==> src/include/stepper_chop_pkg.sv <==
package stepper_chop_pkg;
   // chop cycle is the oscillator divided by this many periods
   localparam int unsigned CHOP_DIVIDE = 16;
   localparam int unsigned CHOP_COUNT_WIDTH = 4;
   // oscillator enable divider: system clocks per oscillator period
   localparam int unsigned OSC_DIVIDE = 179;
   localparam int unsigned OSC_COUNT_WIDTH = 8;
   // current target in per-mille of full scale
   localparam int unsigned LEVEL_WIDTH = 10;
   localparam logic [9:0] LEVEL_FULL = 10'h3e8;
   localparam logic [9:0] LEVEL_71 = 10'h2c6;
   localparam logic [9:0] LEVEL_38 = 10'h17c;
   localparam logic [9:0] LEVEL_ZERO = 10'h000;
   // fixed mixed-decay ripple band below target, per-mille, not adjustable
   localparam logic [9:0] DECAY_BAND = 10'h032;
   // chop counter position from which slow decay switches to fast
   localparam logic [3:0] SLOW_SPAN = 4'h8;
   // bridge phases
   typedef enum logic [1:0] {CHARGE, SLOW, FAST, OFF} bridge_t;
endpackage : stepper_chop_pkg

==> src/include/stepper_link_if.sv <==
`timescale 1ns/1ps
`default_nettype none
interface stepper_link_if;
   // direction per channel: high means positive current
   logic aDirectionIn;
   logic bDirectionIn;
   // two level bits per channel
   logic aLevelHi;
   logic aLevelLo;
   logic bLevelHi;
   logic bLevelLo;
   // high releases standby
   logic standby;
   modport sequencer (output aDirectionIn, bDirectionIn, aLevelHi, aLevelLo,
      bLevelHi, bLevelLo, standby);
   modport driver (input aDirectionIn, bDirectionIn, aLevelHi, aLevelLo,
      bLevelHi, bLevelLo, standby);
endinterface : stepper_link_if
`default_nettype wire
==> src/hw/stepper_phase_chopper_ctrl.sv <==
`timescale 1ns/1ps
`default_nettype none
// Notes on behaviour
// - level bits pick 100, 71, 38 or 0 percent
// - direction high drives plus high, positive current
// - full step: four direction states at full scale
// - half step: reversing channel passes through zero
// - quarter step: sixteen states, B lags a quarter
// - standby low stops oscillator and bridge outputs
// - levels held low until motor supply valid
// - chopping timed from internal oscillator clock
// - chop cycle is sixteen oscillator periods
// - fixed mixed-decay threshold sets ripple band
// - charge extends past cycle until limit reached
// - reaching target ends charge, starts decay
// - fast decay extends until threshold reached
// - only charge, slow, fast and off bridge states
// - positive current switch pattern per state
// - negative current switch pattern per state
// - limit is level fraction of full scale
// - standby low resets all internal state but the input samplers
module stepper_phase_chopper_ctrl (
   // clock and reset
   input wire logic clk,
   input wire logic sys_rst,
   // link from sequencer
   stepper_link_if.driver link,
   // sensed current per channel, per-mille of full scale
   input wire logic [9:0] aSenseCurrent,
   input wire logic [9:0] bSenseCurrent,
   // bridge switches channel A
   output logic aHighSwitchPlus,
   output logic aHighSwitchMinus,
   output logic aLowSwitchPlus,
   output logic aLowSwitchMinus,
   // bridge switches channel B
   output logic bHighSwitchPlus,
   output logic bHighSwitchMinus,
   output logic bLowSwitchPlus,
   output logic bLowSwitchMinus,
   // status
   output logic chopStart,
   output logic standbyActive
);
   // input samplers, two stages each (7 bits)
   logic [6:0] syncOne;
   logic [6:0] syncTwo;
   // oscillator enable divider and chop counter
   logic [7:0] oscCount;
   logic oscTick;
   logic [3:0] chopCount;
   logic cycleStart;
   logic running;
   // per-channel latched targets
   logic [9:0] aTarget;
   logic [9:0] bTarget;
   logic aSign;
   logic bSign;
   // target and sign in force this cycle: the fresh code at a boundary
   logic [9:0] aTargetNow;
   logic [9:0] bTargetNow;
   logic aSignNow;
   logic bSignNow;
   // per-channel bridge phase
   stepper_chop_pkg::bridge_t aState;
   stepper_chop_pkg::bridge_t bState;
   stepper_chop_pkg::bridge_t next_aState;
   stepper_chop_pkg::bridge_t next_bState;
   logic [3:0] next_aSw;
   logic [3:0] next_bSw;

   // level decode to per-mille of the full-scale limit
   function automatic logic [9:0] levelOf(input logic hi, input logic lo);
      logic [9:0] v;
      v = stepper_chop_pkg::LEVEL_ZERO;
      case ({hi, lo})
         2'h3: v = stepper_chop_pkg::LEVEL_FULL;
         2'h2: v = stepper_chop_pkg::LEVEL_71;
         2'h1: v = stepper_chop_pkg::LEVEL_38;
         default: v = stepper_chop_pkg::LEVEL_ZERO;
      endcase
      return v;
   endfunction : levelOf

   // next phase of one channel
   function automatic stepper_chop_pkg::bridge_t nextPhase(
      input stepper_chop_pkg::bridge_t cur, input logic start, input logic [3:0] cnt,
      input logic [9:0] target, input logic [9:0] sense);
      stepper_chop_pkg::bridge_t n;
      n = cur;
      case (cur)
         stepper_chop_pkg::CHARGE:
            if (sense >= target)
               n = stepper_chop_pkg::SLOW;
            else
               n = stepper_chop_pkg::CHARGE; // boundary ignored while charging
         stepper_chop_pkg::SLOW:
            if (start)
               n = stepper_chop_pkg::CHARGE;
            else if (cnt >= stepper_chop_pkg::SLOW_SPAN)
               n = stepper_chop_pkg::FAST;
         stepper_chop_pkg::FAST:
            // fast continues past boundary until at or below target minus band
            // one guard bit keeps a high sense reading from wrapping below target
            if (start && ({1'b0, sense} + {1'b0, stepper_chop_pkg::DECAY_BAND} <=
               {1'b0, target}))
               n = stepper_chop_pkg::CHARGE;
         default:
            if (start)
               n = stepper_chop_pkg::CHARGE;
      endcase
      if (target == stepper_chop_pkg::LEVEL_ZERO)
         n = stepper_chop_pkg::OFF; // zero level: bridge idle, direction ignored
      return n;
   endfunction : nextPhase

   // switch pattern {highPlus, highMinus, lowPlus, lowMinus}
   function automatic logic [3:0] switchesOf(input stepper_chop_pkg::bridge_t s,
      input logic positive);
      logic [3:0] w;
      w = 4'h0;
      case (s)
         stepper_chop_pkg::CHARGE: w = positive ? 4'h9 : 4'h6;
         stepper_chop_pkg::SLOW: w = 4'h3;
         stepper_chop_pkg::FAST: w = positive ? 4'h6 : 4'h9;
         default: w = 4'h0;
      endcase
      return w;
   endfunction : switchesOf

   // two-stage sampling of pins onto the one clock
   always_ff @(posedge clk or posedge sys_rst)
   begin
      if (sys_rst)
      begin
         syncOne <= 7'h00;
         syncTwo <= 7'h00;
      end
      else
      begin
         syncOne <= {link.standby, link.aDirectionIn, link.aLevelHi, link.aLevelLo,
            link.bDirectionIn, link.bLevelHi, link.bLevelLo};
         syncTwo <= syncOne;
      end
   end
   assign running = syncTwo[6];

   // oscillator modelled as an enable divider; halted in standby
   always_ff @(posedge clk or posedge sys_rst)
   begin
      if (sys_rst)
         oscCount <= 8'h00;
      else if (!running)
         oscCount <= 8'h00;
      else if (oscCount == 8'(stepper_chop_pkg::OSC_DIVIDE - 1))
         oscCount <= 8'h00;
      else
         oscCount <= oscCount + 8'h01;
   end
   assign oscTick = running && (oscCount == 8'(stepper_chop_pkg::OSC_DIVIDE - 1));

   // chop counter wraps every sixteen oscillator periods
   always_ff @(posedge clk or posedge sys_rst)
   begin
      if (sys_rst)
         chopCount <= 4'h0;
      else if (!running)
         chopCount <= 4'h0;
      else if (oscTick)
         chopCount <= chopCount + 4'h1;
   end
   assign cycleStart = oscTick && (chopCount == 4'(stepper_chop_pkg::CHOP_DIVIDE - 1));

   // latch new targets only at a cycle boundary
   always_ff @(posedge clk or posedge sys_rst)
   begin
      if (sys_rst)
      begin
         aTarget <= stepper_chop_pkg::LEVEL_ZERO;
         bTarget <= stepper_chop_pkg::LEVEL_ZERO;
         aSign <= 1'b0;
         bSign <= 1'b0;
      end
      else if (!running)
      begin
         aTarget <= stepper_chop_pkg::LEVEL_ZERO;
         bTarget <= stepper_chop_pkg::LEVEL_ZERO;
         aSign <= 1'b0;
         bSign <= 1'b0;
      end
      else if (cycleStart)
      begin
         aTarget <= levelOf(syncTwo[4], syncTwo[3]);
         bTarget <= levelOf(syncTwo[1], syncTwo[0]);
         aSign <= syncTwo[5];
         bSign <= syncTwo[2];
      end
   end

   // next phases and switch patterns; the boundary already uses the new target,
   // otherwise a step would wait a whole extra chop cycle
   always_comb
   begin
      aTargetNow = cycleStart ? levelOf(syncTwo[4], syncTwo[3]) : aTarget;
      bTargetNow = cycleStart ? levelOf(syncTwo[1], syncTwo[0]) : bTarget;
      aSignNow = cycleStart ? syncTwo[5] : aSign;
      bSignNow = cycleStart ? syncTwo[2] : bSign;
      next_aState = nextPhase(aState, cycleStart, chopCount, aTargetNow, aSenseCurrent);
      next_bState = nextPhase(bState, cycleStart, chopCount, bTargetNow, bSenseCurrent);
      next_aSw = switchesOf(next_aState, aSignNow);
      next_bSw = switchesOf(next_bState, bSignNow);
   end

   // bridge phase registers; standby clears to off
   always_ff @(posedge clk or posedge sys_rst)
   begin
      if (sys_rst)
      begin
         aState <= stepper_chop_pkg::OFF;
         bState <= stepper_chop_pkg::OFF;
      end
      else if (!running)
      begin
         aState <= stepper_chop_pkg::OFF;
         bState <= stepper_chop_pkg::OFF;
      end
      else
      begin
         aState <= next_aState;
         bState <= next_bState;
      end
   end

   // registered switch outputs, all off in standby
   always_ff @(posedge clk or posedge sys_rst)
   begin
      if (sys_rst)
      begin
         {aHighSwitchPlus, aHighSwitchMinus, aLowSwitchPlus, aLowSwitchMinus} <= 4'h0;
         {bHighSwitchPlus, bHighSwitchMinus, bLowSwitchPlus, bLowSwitchMinus} <= 4'h0;
         chopStart <= 1'b0;
         standbyActive <= 1'b1;
      end
      else
      begin
         {aHighSwitchPlus, aHighSwitchMinus, aLowSwitchPlus, aLowSwitchMinus} <=
            running ? next_aSw : 4'h0;
         {bHighSwitchPlus, bHighSwitchMinus, bLowSwitchPlus, bLowSwitchMinus} <=
            running ? next_bSw : 4'h0;
         chopStart <= cycleStart;
         standbyActive <= !running;
      end
   end
endmodule : stepper_phase_chopper_ctrl
`default_nettype wire

==> src/flat_wrapper.sv <==
// flat-port wrapper written by rule: the top's interface ports become plain ports
module stepper_phase_chopper_ctrl_flat 
  (clk, sys_rst, aSenseCurrent, bSenseCurrent, aHighSwitchPlus, aHighSwitchMinus, aLowSwitchPlus, aLowSwitchMinus, bHighSwitchPlus, bHighSwitchMinus, bLowSwitchPlus, bLowSwitchMinus, chopStart, standbyActive, link_aDirectionIn, link_bDirectionIn, link_aLevelHi, link_aLevelLo, link_bLevelHi, link_bLevelLo, link_standby);
  stepper_link_if link_i ();
  input wire logic clk;
  input wire logic sys_rst;
  input wire logic [9:0] aSenseCurrent;
  input wire logic [9:0] bSenseCurrent;
  output logic aHighSwitchPlus;
  output logic aHighSwitchMinus;
  output logic aLowSwitchPlus;
  output logic aLowSwitchMinus;
  output logic bHighSwitchPlus;
  output logic bHighSwitchMinus;
  output logic bLowSwitchPlus;
  output logic bLowSwitchMinus;
  output logic chopStart;
  output logic standbyActive;
  input wire logic [$bits(link_i.aDirectionIn)-1:0] link_aDirectionIn;
  input wire logic [$bits(link_i.bDirectionIn)-1:0] link_bDirectionIn;
  input wire logic [$bits(link_i.aLevelHi)-1:0] link_aLevelHi;
  input wire logic [$bits(link_i.aLevelLo)-1:0] link_aLevelLo;
  input wire logic [$bits(link_i.bLevelHi)-1:0] link_bLevelHi;
  input wire logic [$bits(link_i.bLevelLo)-1:0] link_bLevelLo;
  input wire logic [$bits(link_i.standby)-1:0] link_standby;
  assign link_i.aDirectionIn = link_aDirectionIn;
  assign link_i.bDirectionIn = link_bDirectionIn;
  assign link_i.aLevelHi = link_aLevelHi;
  assign link_i.aLevelLo = link_aLevelLo;
  assign link_i.bLevelHi = link_bLevelHi;
  assign link_i.bLevelLo = link_bLevelLo;
  assign link_i.standby = link_standby;
  stepper_phase_chopper_ctrl u_core (.clk(clk), .sys_rst(sys_rst), .link(link_i), .aSenseCurrent(aSenseCurrent), .bSenseCurrent(bSenseCurrent), .aHighSwitchPlus(aHighSwitchPlus), .aHighSwitchMinus(aHighSwitchMinus), .aLowSwitchPlus(aLowSwitchPlus), .aLowSwitchMinus(aLowSwitchMinus), .bHighSwitchPlus(bHighSwitchPlus), .bHighSwitchMinus(bHighSwitchMinus), .bLowSwitchPlus(bLowSwitchPlus), .bLowSwitchMinus(bLowSwitchMinus), .chopStart(chopStart), .standbyActive(standbyActive));
endmodule
==> config.mk <==
export PLATFORM = sky130hd
export DESIGN_NAME = stepper_phase_chopper_ctrl_flat
export DESIGN_NICKNAME = d
export VERILOG_FILES = /design/src/include/stepper_chop_pkg.sv /design/src/include/stepper_link_if.sv /design/src/hw/stepper_phase_chopper_ctrl.sv /design/src/flat_wrapper.sv
export SDC_FILE = /design/constraint.sdc
export NUM_CORES = 1
export LEC_CHECK = 0
export BUFFER_PORTS_ARGS = -buffer_cell sky130_fd_sc_hd__buf_2
export CAP_MARGIN = 40
export CORE_UTILIZATION = 45
export CTS_BUF_LIST = sky130_fd_sc_hd__clkbuf_16
export DETAILED_ROUTE_END_ITERATION = 8
export GPL_ROUTABILITY_DRIVEN = 0
export PLACE_DENSITY_LB_ADDON = 0.15
export RECOVER_POWER = 25
export SETUP_SLACK_MARGIN = 0.3
export SLEW_MARGIN = 20
export SYNTH_ARGS = -nofsm -noshare
export SYNTH_HDL_FRONTEND = slang
export SYNTH_SLANG_ARGS = --single-unit
==> constraint.sdc <==
create_clock -name clk -period 6 [get_ports clk]
set_clock_uncertainty 0.1 [all_clocks]
set_input_delay 0.6 -clock clk [delete_from_list [all_inputs] [get_ports clk]]
set_output_delay 0.6 -clock clk [all_outputs]
set_load 0.005 [all_outputs]
==> run metrics, run 1 <==
Post-synth EDFFs 0; Finished Layout Cells 544; post-synthesis average cell area 9.96 um^2; Synth async-reset ratio 100%; yosys warns 0; FMAX 0.239 GHz; Via Count 2960; via/cell ratio 5.44; gr ovfl total 0; Max Root-Sink Buffers 2; largest net degree at the start of global routing 63; #FFs+latches synth 62; first-pass GRT wire length 14000 um; post-synthesis simple-gate area fraction 18.6%; Synth Area in Compound Gates 13.4%; failing checks max-capacitance violations, max-slew violations; Fillers 746; CP startpoint kind register; initial DRC count 99; vias in the first global route 2922; Setup crit end kind register; Die Span X 94.9 um; Critical Path AT 4.33 ns; DRC 0; H-tree Lvls 3; Fin. Hold Viols 0; CTS tree done; leakage power total 2.14 nW; largest family of logic cells by synthesized area simple AND/OR/NAND/NOR gates; clock latency at the later pin of the worst-skew pair 0.32 ns; Finished Cell Area 0.00453 mm^2; Post-Synth XOR/XNOR Area 6.51%; crit path kind reg -> reg; Slew Limit Fails 63; Post-Synthesis Cell Area 0.00388 mm^2; core box area 0.00830 mm^2; Max Cap Viol 1; ys flop type dfrtp_1; Die ar. 0.00900 mm^2; FF/Latch Area 0.00156 mm^2; Top Ports 39; fin worst setup slack 1.82 ns; outcome finished, violations left; Setup TNS 0 ns; post-CTS resize count 0; antenna violations before repair 0; clk sinks 62; footprint of the multi-input gates 0.00221 mm^2; Final Util 54.5%; placed cell count 527; Antenna Diode Count 0; IO buf count 38; crit-path cells or4b_1 -> nor3_4 -> mux2i_1 -> ha_1 -> nor2b_1 -> o21a_1 -> o21a_1 -> o22ai_1 -> a211o_1 -> a31o_4 -> xnor2_2 -> nor2b_1; RSZ-0062 raised after global routing no; Worst Hold Class reg -> reg; CP max FO 15; P per Cell Area 244 mW/mm^2; required time of the critical path 6.15 ns; Post-DRT Antenna Nets 0; Tcrit/Tclk final 69.7%; critical path's largest stage delay 0.73 ns; Syn-to-layout area delta 16.6%; synthesized instance count 390; Nets 513; Routed Wire Length 8090 um; Peak VDD IR 0.163 mV; First-pass DRT Iterations 4; minimum clock period 4.18 ns; row cnt 33; Worst-path clk slew 0.06 ns; library cells used by synthesis 49; Setup Buffers After CTS 0; # setup viols final 0; gr usage total 20.2%; Num CTS Buffers 9; starting density of the core 46.8%; dpl ws 1.78 ns; worst slew pin tran 3.19 ns; DP HPWL 6130 um; WL/cell 14.9 um; Slew HR -113%; Slowest cell on crit path nor3_4; sequential area share after synthesis 40.1%; die height 94.9 um; hold buffers post-CTS 0; mux share of post-synthesis cell area 2.06%; fraction of the mapped netlist area in adder cells 16.4%; Root Driver clkbuf_16; share of cells above drive strength 1 16.2%; syn_nets 469; DP Area 0.00419 mm^2
-- power breakdown --
part	switching (mW)	internal [mW]
Sequential	0.00577	0.425
Clock	0.199	0.369
Combinational	0.0599	0.0433
Total	0.264	0.838
-- synthesized netlist by cell type (2+ instances only) --
library cell / count / share of area, %
a211o_1: 4 / 0.90
a211oi_1: 4 / 0.77
a21o_1: 5 / 0.97
a21oi_1: 25 / 3.2
a311oi_1: 3 / 0.68
a31oi_1: 7 / 1.1
and3_1: 9 / 1.5
and4_1: 2 / 0.45
buf_2: 2 / 0.26
clkbuf_1: 6 / 0.58
dfrtp_1: 57 / 37
dfstp_2: 5 / 3.4
ha_1: 50 / 16
inv_1: 20 / 1.9
mux2i_1: 8 / 2.1
nand2_1: 19 / 1.8
nand2b_1: 6 / 0.97
nand3_1: 17 / 2.2
nand4_1: 7 / 1.1
nand4b_1: 2 / 0.45
nor2_1: 43 / 4.2
nor2b_1: 5 / 0.81
nor3_1: 14 / 1.8
nor3_4: 2 / 0.84
nor4_1: 3 / 0.48
o2111ai_1: 2 / 0.45
o211ai_1: 3 / 0.58
o21a_1: 4 / 0.77
o21ai_0: 7 / 0.90
o21ai_1: 2 / 0.26
o31ai_1: 3 / 0.58
or3_1: 2 / 0.32
xnor2_1: 11 / 2.5
xor2_1: 16 / 3.6
-- state kept, by name, summed over array words and instances, names as in the netlist, 2 cells and up --
| signal | flops |
|---|---|
| u_core.syncTwo | 7 |
| u_core.aState | 2 |
| u_core.syncOne | 7 |
| u_core.oscCount | 8 |
| u_core.bTarget | 10 |
| u_core.bState | 2 |
| u_core.chopCount | 4 |
| u_core.aTarget | 10 |
-- placed cells by master, fill, tap and decap left out, types with 14 or more instances in the layout --
cell type / synthesis / routed
nand2_1: 19 / 19
nor3_1: 14 / 14
nand3_1: 17 / 17
ha_1: 50 / 50
a21oi_1: 25 / 25
xor2_1: 16 / 16
nor2_1: 43 / 43
buf_2: 2 / 38
dfrtp_1: 57 / 57
inv_1: 20 / 20
-- metal layers --
| layer | global-route usage, % | up-vias | share of wire [%] |
|---|---|---|---|
| met1 | 28.9 | 1404 | 50 |
| met3 | 4.43 | 8 | 4.2 |
| met5 | 0 | - | 0 |
| li1 | - | 1490 | - |
| met2 | 30.6 | 58 | 45 |
| met4 | 5.56 | 0 | 0.94 |
-- critical path, delay by kind of cell (launching register included) --
kind / cells / cell delay (ns)
simple gates: 4 / 1.74
compound gates: 5 / 0.85
mux: 1 / 0.52
flops: 1 / 0.45
fa+ha+maj: 1 / 0.23
xor+xnor: 1 / 0.23
-- cell type report --
cell class / count / share of cell area (%)
Clock inverter: 7 / 2.27
Clock buffer: 9 / 4.98
Tap cell: 105 / 2.90
Timing Repair Buffer: 41 / 4.78
Multi-Input combinational cell: 299 / 48.9
Inverter: 21 / 1.74
Sequential cell: 62 / 34.4
-- metrics by stage --
stage / power [mW] / hold slack [ns]
after detailed placement: 0.542 / 0.235
after CTS: 1.12 / 0.248
final: 1.10 / 0.245
after floorplan: 0.506 / 0.231
after global placement: 0.540 / 0.232
after global routing: 1.15 / 0.264
-- cells by family after synthesis --
family | count (synthesis)
fa+ha+maj | 51
xor+xnor | 28
compound gates | 77
simple gates | 135
flops | 62
buf+inv | 29
mux | 8
-- final timing paths --
path | from | endpoint | slack, ns | cells past startpoint
worst max-delay path | u_core.oscCount[2] | u_core.aHighSwitchMinus | 1.82 | 12
worst min-delay path | u_core.syncOne[6] | u_core.syncTwo[6] | 0.25 | 0
worst max register to register | u_core.oscCount[2] | u_core.aHighSwitchMinus | 1.82 | 12
worst min register to register | u_core.syncOne[6] | u_core.syncTwo[6] | 0.25 | 0
max in group asynchronous | sys_rst | u_core.bTarget[8] | 2.49 | 4
min in group asynchronous | sys_rst | u_core.syncOne[2] | 1.48 | 4
Note: power is estimated with default switching activity, not from simulation.
==> inputs of run 2 (changes only) <==
Settings changed: ABC_AREA set to 1.
Clock period 6 ns to 3.8 ns, I/O delays scaled along.
==> run metrics, run 2 <==
Routed Wire Length 8340 um; H-tree Lvls 3; die height 97.0 um; clock latency at the later pin of the worst-skew pair 0.32 ns; antenna violations before repair 0; outcome finished, violations left; crit path kind reg -> reg; Via Count 3382; Max Root-Sink Buffers 2; core box area 0.00872 mm^2; Levels on crit path 26; Die ar. 0.00940 mm^2; Num CTS Buffers 9; R2R cell count 26; count leader, synth nand2_1; Synth async-reset ratio 100%; yosys warns 0; post-synthesis average cell area 8.05 um^2; Setup crit end kind register; RSZ-0062 raised after global routing no; FMAX 0.311 GHz; largest area contributor in the netlist dfrtp_1; Tcrit/Tclk final 84.7%; CP max FO 7; Final Util 55.5%; Worst-path clk slew 0.05 ns; placed cell count 649; library cells used by synthesis 35; DRC 0; Nets 639; gr usage total 19.5%; critical path's largest stage delay 0.39 ns; Fin. Hold Viols 0; Fillers 811; Slew HR -21.5%; CP startpoint kind register; gr ovfl total 0; #FFs+latches synth 62; via/cell ratio 5.03; ys flop type dfrtp_1; Root Driver clkbuf_16; First-pass DRT Iterations 4; Post-DRT Antenna Nets 0; failing checks max-capacitance violations, max-slew violations; crit path from u_core.oscCount[0]; Top Ports 39; fin worst setup slack 0.583 ns; Antenna Diode Count 0; initial DRC count 115; share of the synthesized area in the top cell type 35.2%; Largest regs u_core.aTarget (10), u_core.bTarget (10), u_core.oscCount (8); first-pass GRT wire length 14800 um; synthesized instance count 504; share of cells above drive strength 1 20.9%; Most Frequent Cell on Critical Path nand2_1; Tot Pwr 1.62 mW; worst slew pin tran 1.82 ns; Post-synth EDFFs 0; CTS tree done; sequential area share after synthesis 38.4%; P per Cell Area 334 mW/mm^2; starting density of the core 46.5%; IO buf count 38; FF-to-FF End u_core.bHighSwitchMinus; Slowest cell on crit path dfrtp_1; Largest delay share family, worst path simple AND/OR/NAND/NOR gates; required time of the critical path 3.94 ns; flop2flop setup slack 0.58 ns; Setup TNS 0 ns; vias in the first global route 3355; Slew Limit Fails 35; Die Span X 97.0 um; Finished Layout Cells 673; ranking of synthesized cells by area dfrtp_1 35%, ha_1 15%, nand2_1 10%; WL/cell 12.4 um; hold_ws 0.0620 ns; row cnt 34; # setup viols final 0; most frequent cells in the layout 104 x nand2_1, 69 x inv_1, 57 x dfrtp_1, 52 x nor2_1, 49 x ha_1; Finished Cell Area 0.00484 mm^2; Commonest cells post-synth 109 x nand2_1, 67 x inv_1, 57 x dfrtp_1, 52 x nor2_1, 50 x ha_1; Worst Hold Class in -> reg; FF/Latch Area 0.00156 mm^2; Syn-to-layout area delta 19.3%; CP Buf/Inv Count 5; dpl ws 0.361 ns; DP Area 0.00439 mm^2; DP HPWL 6420 um; Peak VDD IR 0.232 mV; Max Cap Viol 1; clk sinks 62; Critical Path Sink u_core.bHighSwitchMinus; leakage power total 2.67 nW; minimum clock period 3.22 ns; reg-to-reg startpoint u_core.oscCount[0]; syn_nets 583; Post-Synthesis Cell Area 0.00406 mm^2; footprint of the multi-input gates 0.00227 mm^2; largest net degree at the start of global routing 35; Critical Path AT 3.36 ns; most common cell after layout, fill and taps aside nand2_1
## run 2: cell types whose count changed after synthesis, moves of 9 or more
| cell | before | now |
|---|---|---|
| nand3_1 | 17 | 34 |
| nand2_1 | 19 | 109 |
| nor2_1 | 43 | 52 |
| nor3_1 | 14 | 4 |
| o21ai_0 | 7 | 19 |
| inv_1 | 20 | 67 |
| nand2_2 | 0 | 14 |
## run 2: worst min-delay path by stage
stage                       from           endpoint  slack (ns)  depth (start not counted)
3_3_place_gp   u_core.syncOne[3]  u_core.syncTwo[3]        0.23                          0
4_1_cts        link_aDirectionIn  u_core.syncOne[5]        0.05                          1
2_1_floorplan  u_core.syncOne[0]  u_core.syncTwo[0]        0.23                          0
5_1_grt        link_aDirectionIn  u_core.syncOne[5]        0.05                          1
3_5_place_dp             sys_rst  u_core.syncOne[2]        0.24                          2
6_report       link_aDirectionIn  u_core.syncOne[5]        0.06                          1
## run 2: cells by family (layout without fill, tap and decap cells)
family	after synthesis	count (layout)	share of synthesized area (%)
AND/OR/NAND/NOR	243	243	27.2
buffers and inverters	81	142	8.11
flip-flops	62	62	38.4
AO/OA/AOI/OAI	53	53	7.65
adder cells (fa/ha/maj)	50	50	15.4
XOR/XNOR	15	15	3.24
## run 2: final cells by class
| class | instances | share of cell area, % |
|---|---|---|
| inverters | 73 | 5.81 |
| clock inverters | 7 | 1.19 |
| multi-input cells | 361 | 46.8 |
| repair buffers | 53 | 6.54 |
| clock buffers | 9 | 4.65 |
| flip-flops and latches | 62 | 32.2 |
| well taps | 108 | 2.79 |
## run 2: layer usage
layer	part of all wire (%)	global-route usage [%]	vias up
met5	0	0	-
met4	1.9	8.50	0
met3	2.4	2.96	14
met2	49	33.6	60
met1	47	24.1	1573
li1	-	-	1735
## run 2: timing repair
item	CTS	global route
endpoints found under the hold margin	9	0
endpoints found under the setup margin	2	9
buffers inserted	0	7
cloned	0	0
gates resized for setup	1	36
hold buffers	1	0
pin swaps	0	10
## run 2: power by group
group	internal (mW)	switching (mW)	leakage (nW)	total, mW
logic	0.0682	0.106	1.70	0.174
clock network	0.496	0.265	0.151	0.762
registers	0.673	0.00693	0.814	0.680
total	1.24	0.379	2.67	1.62
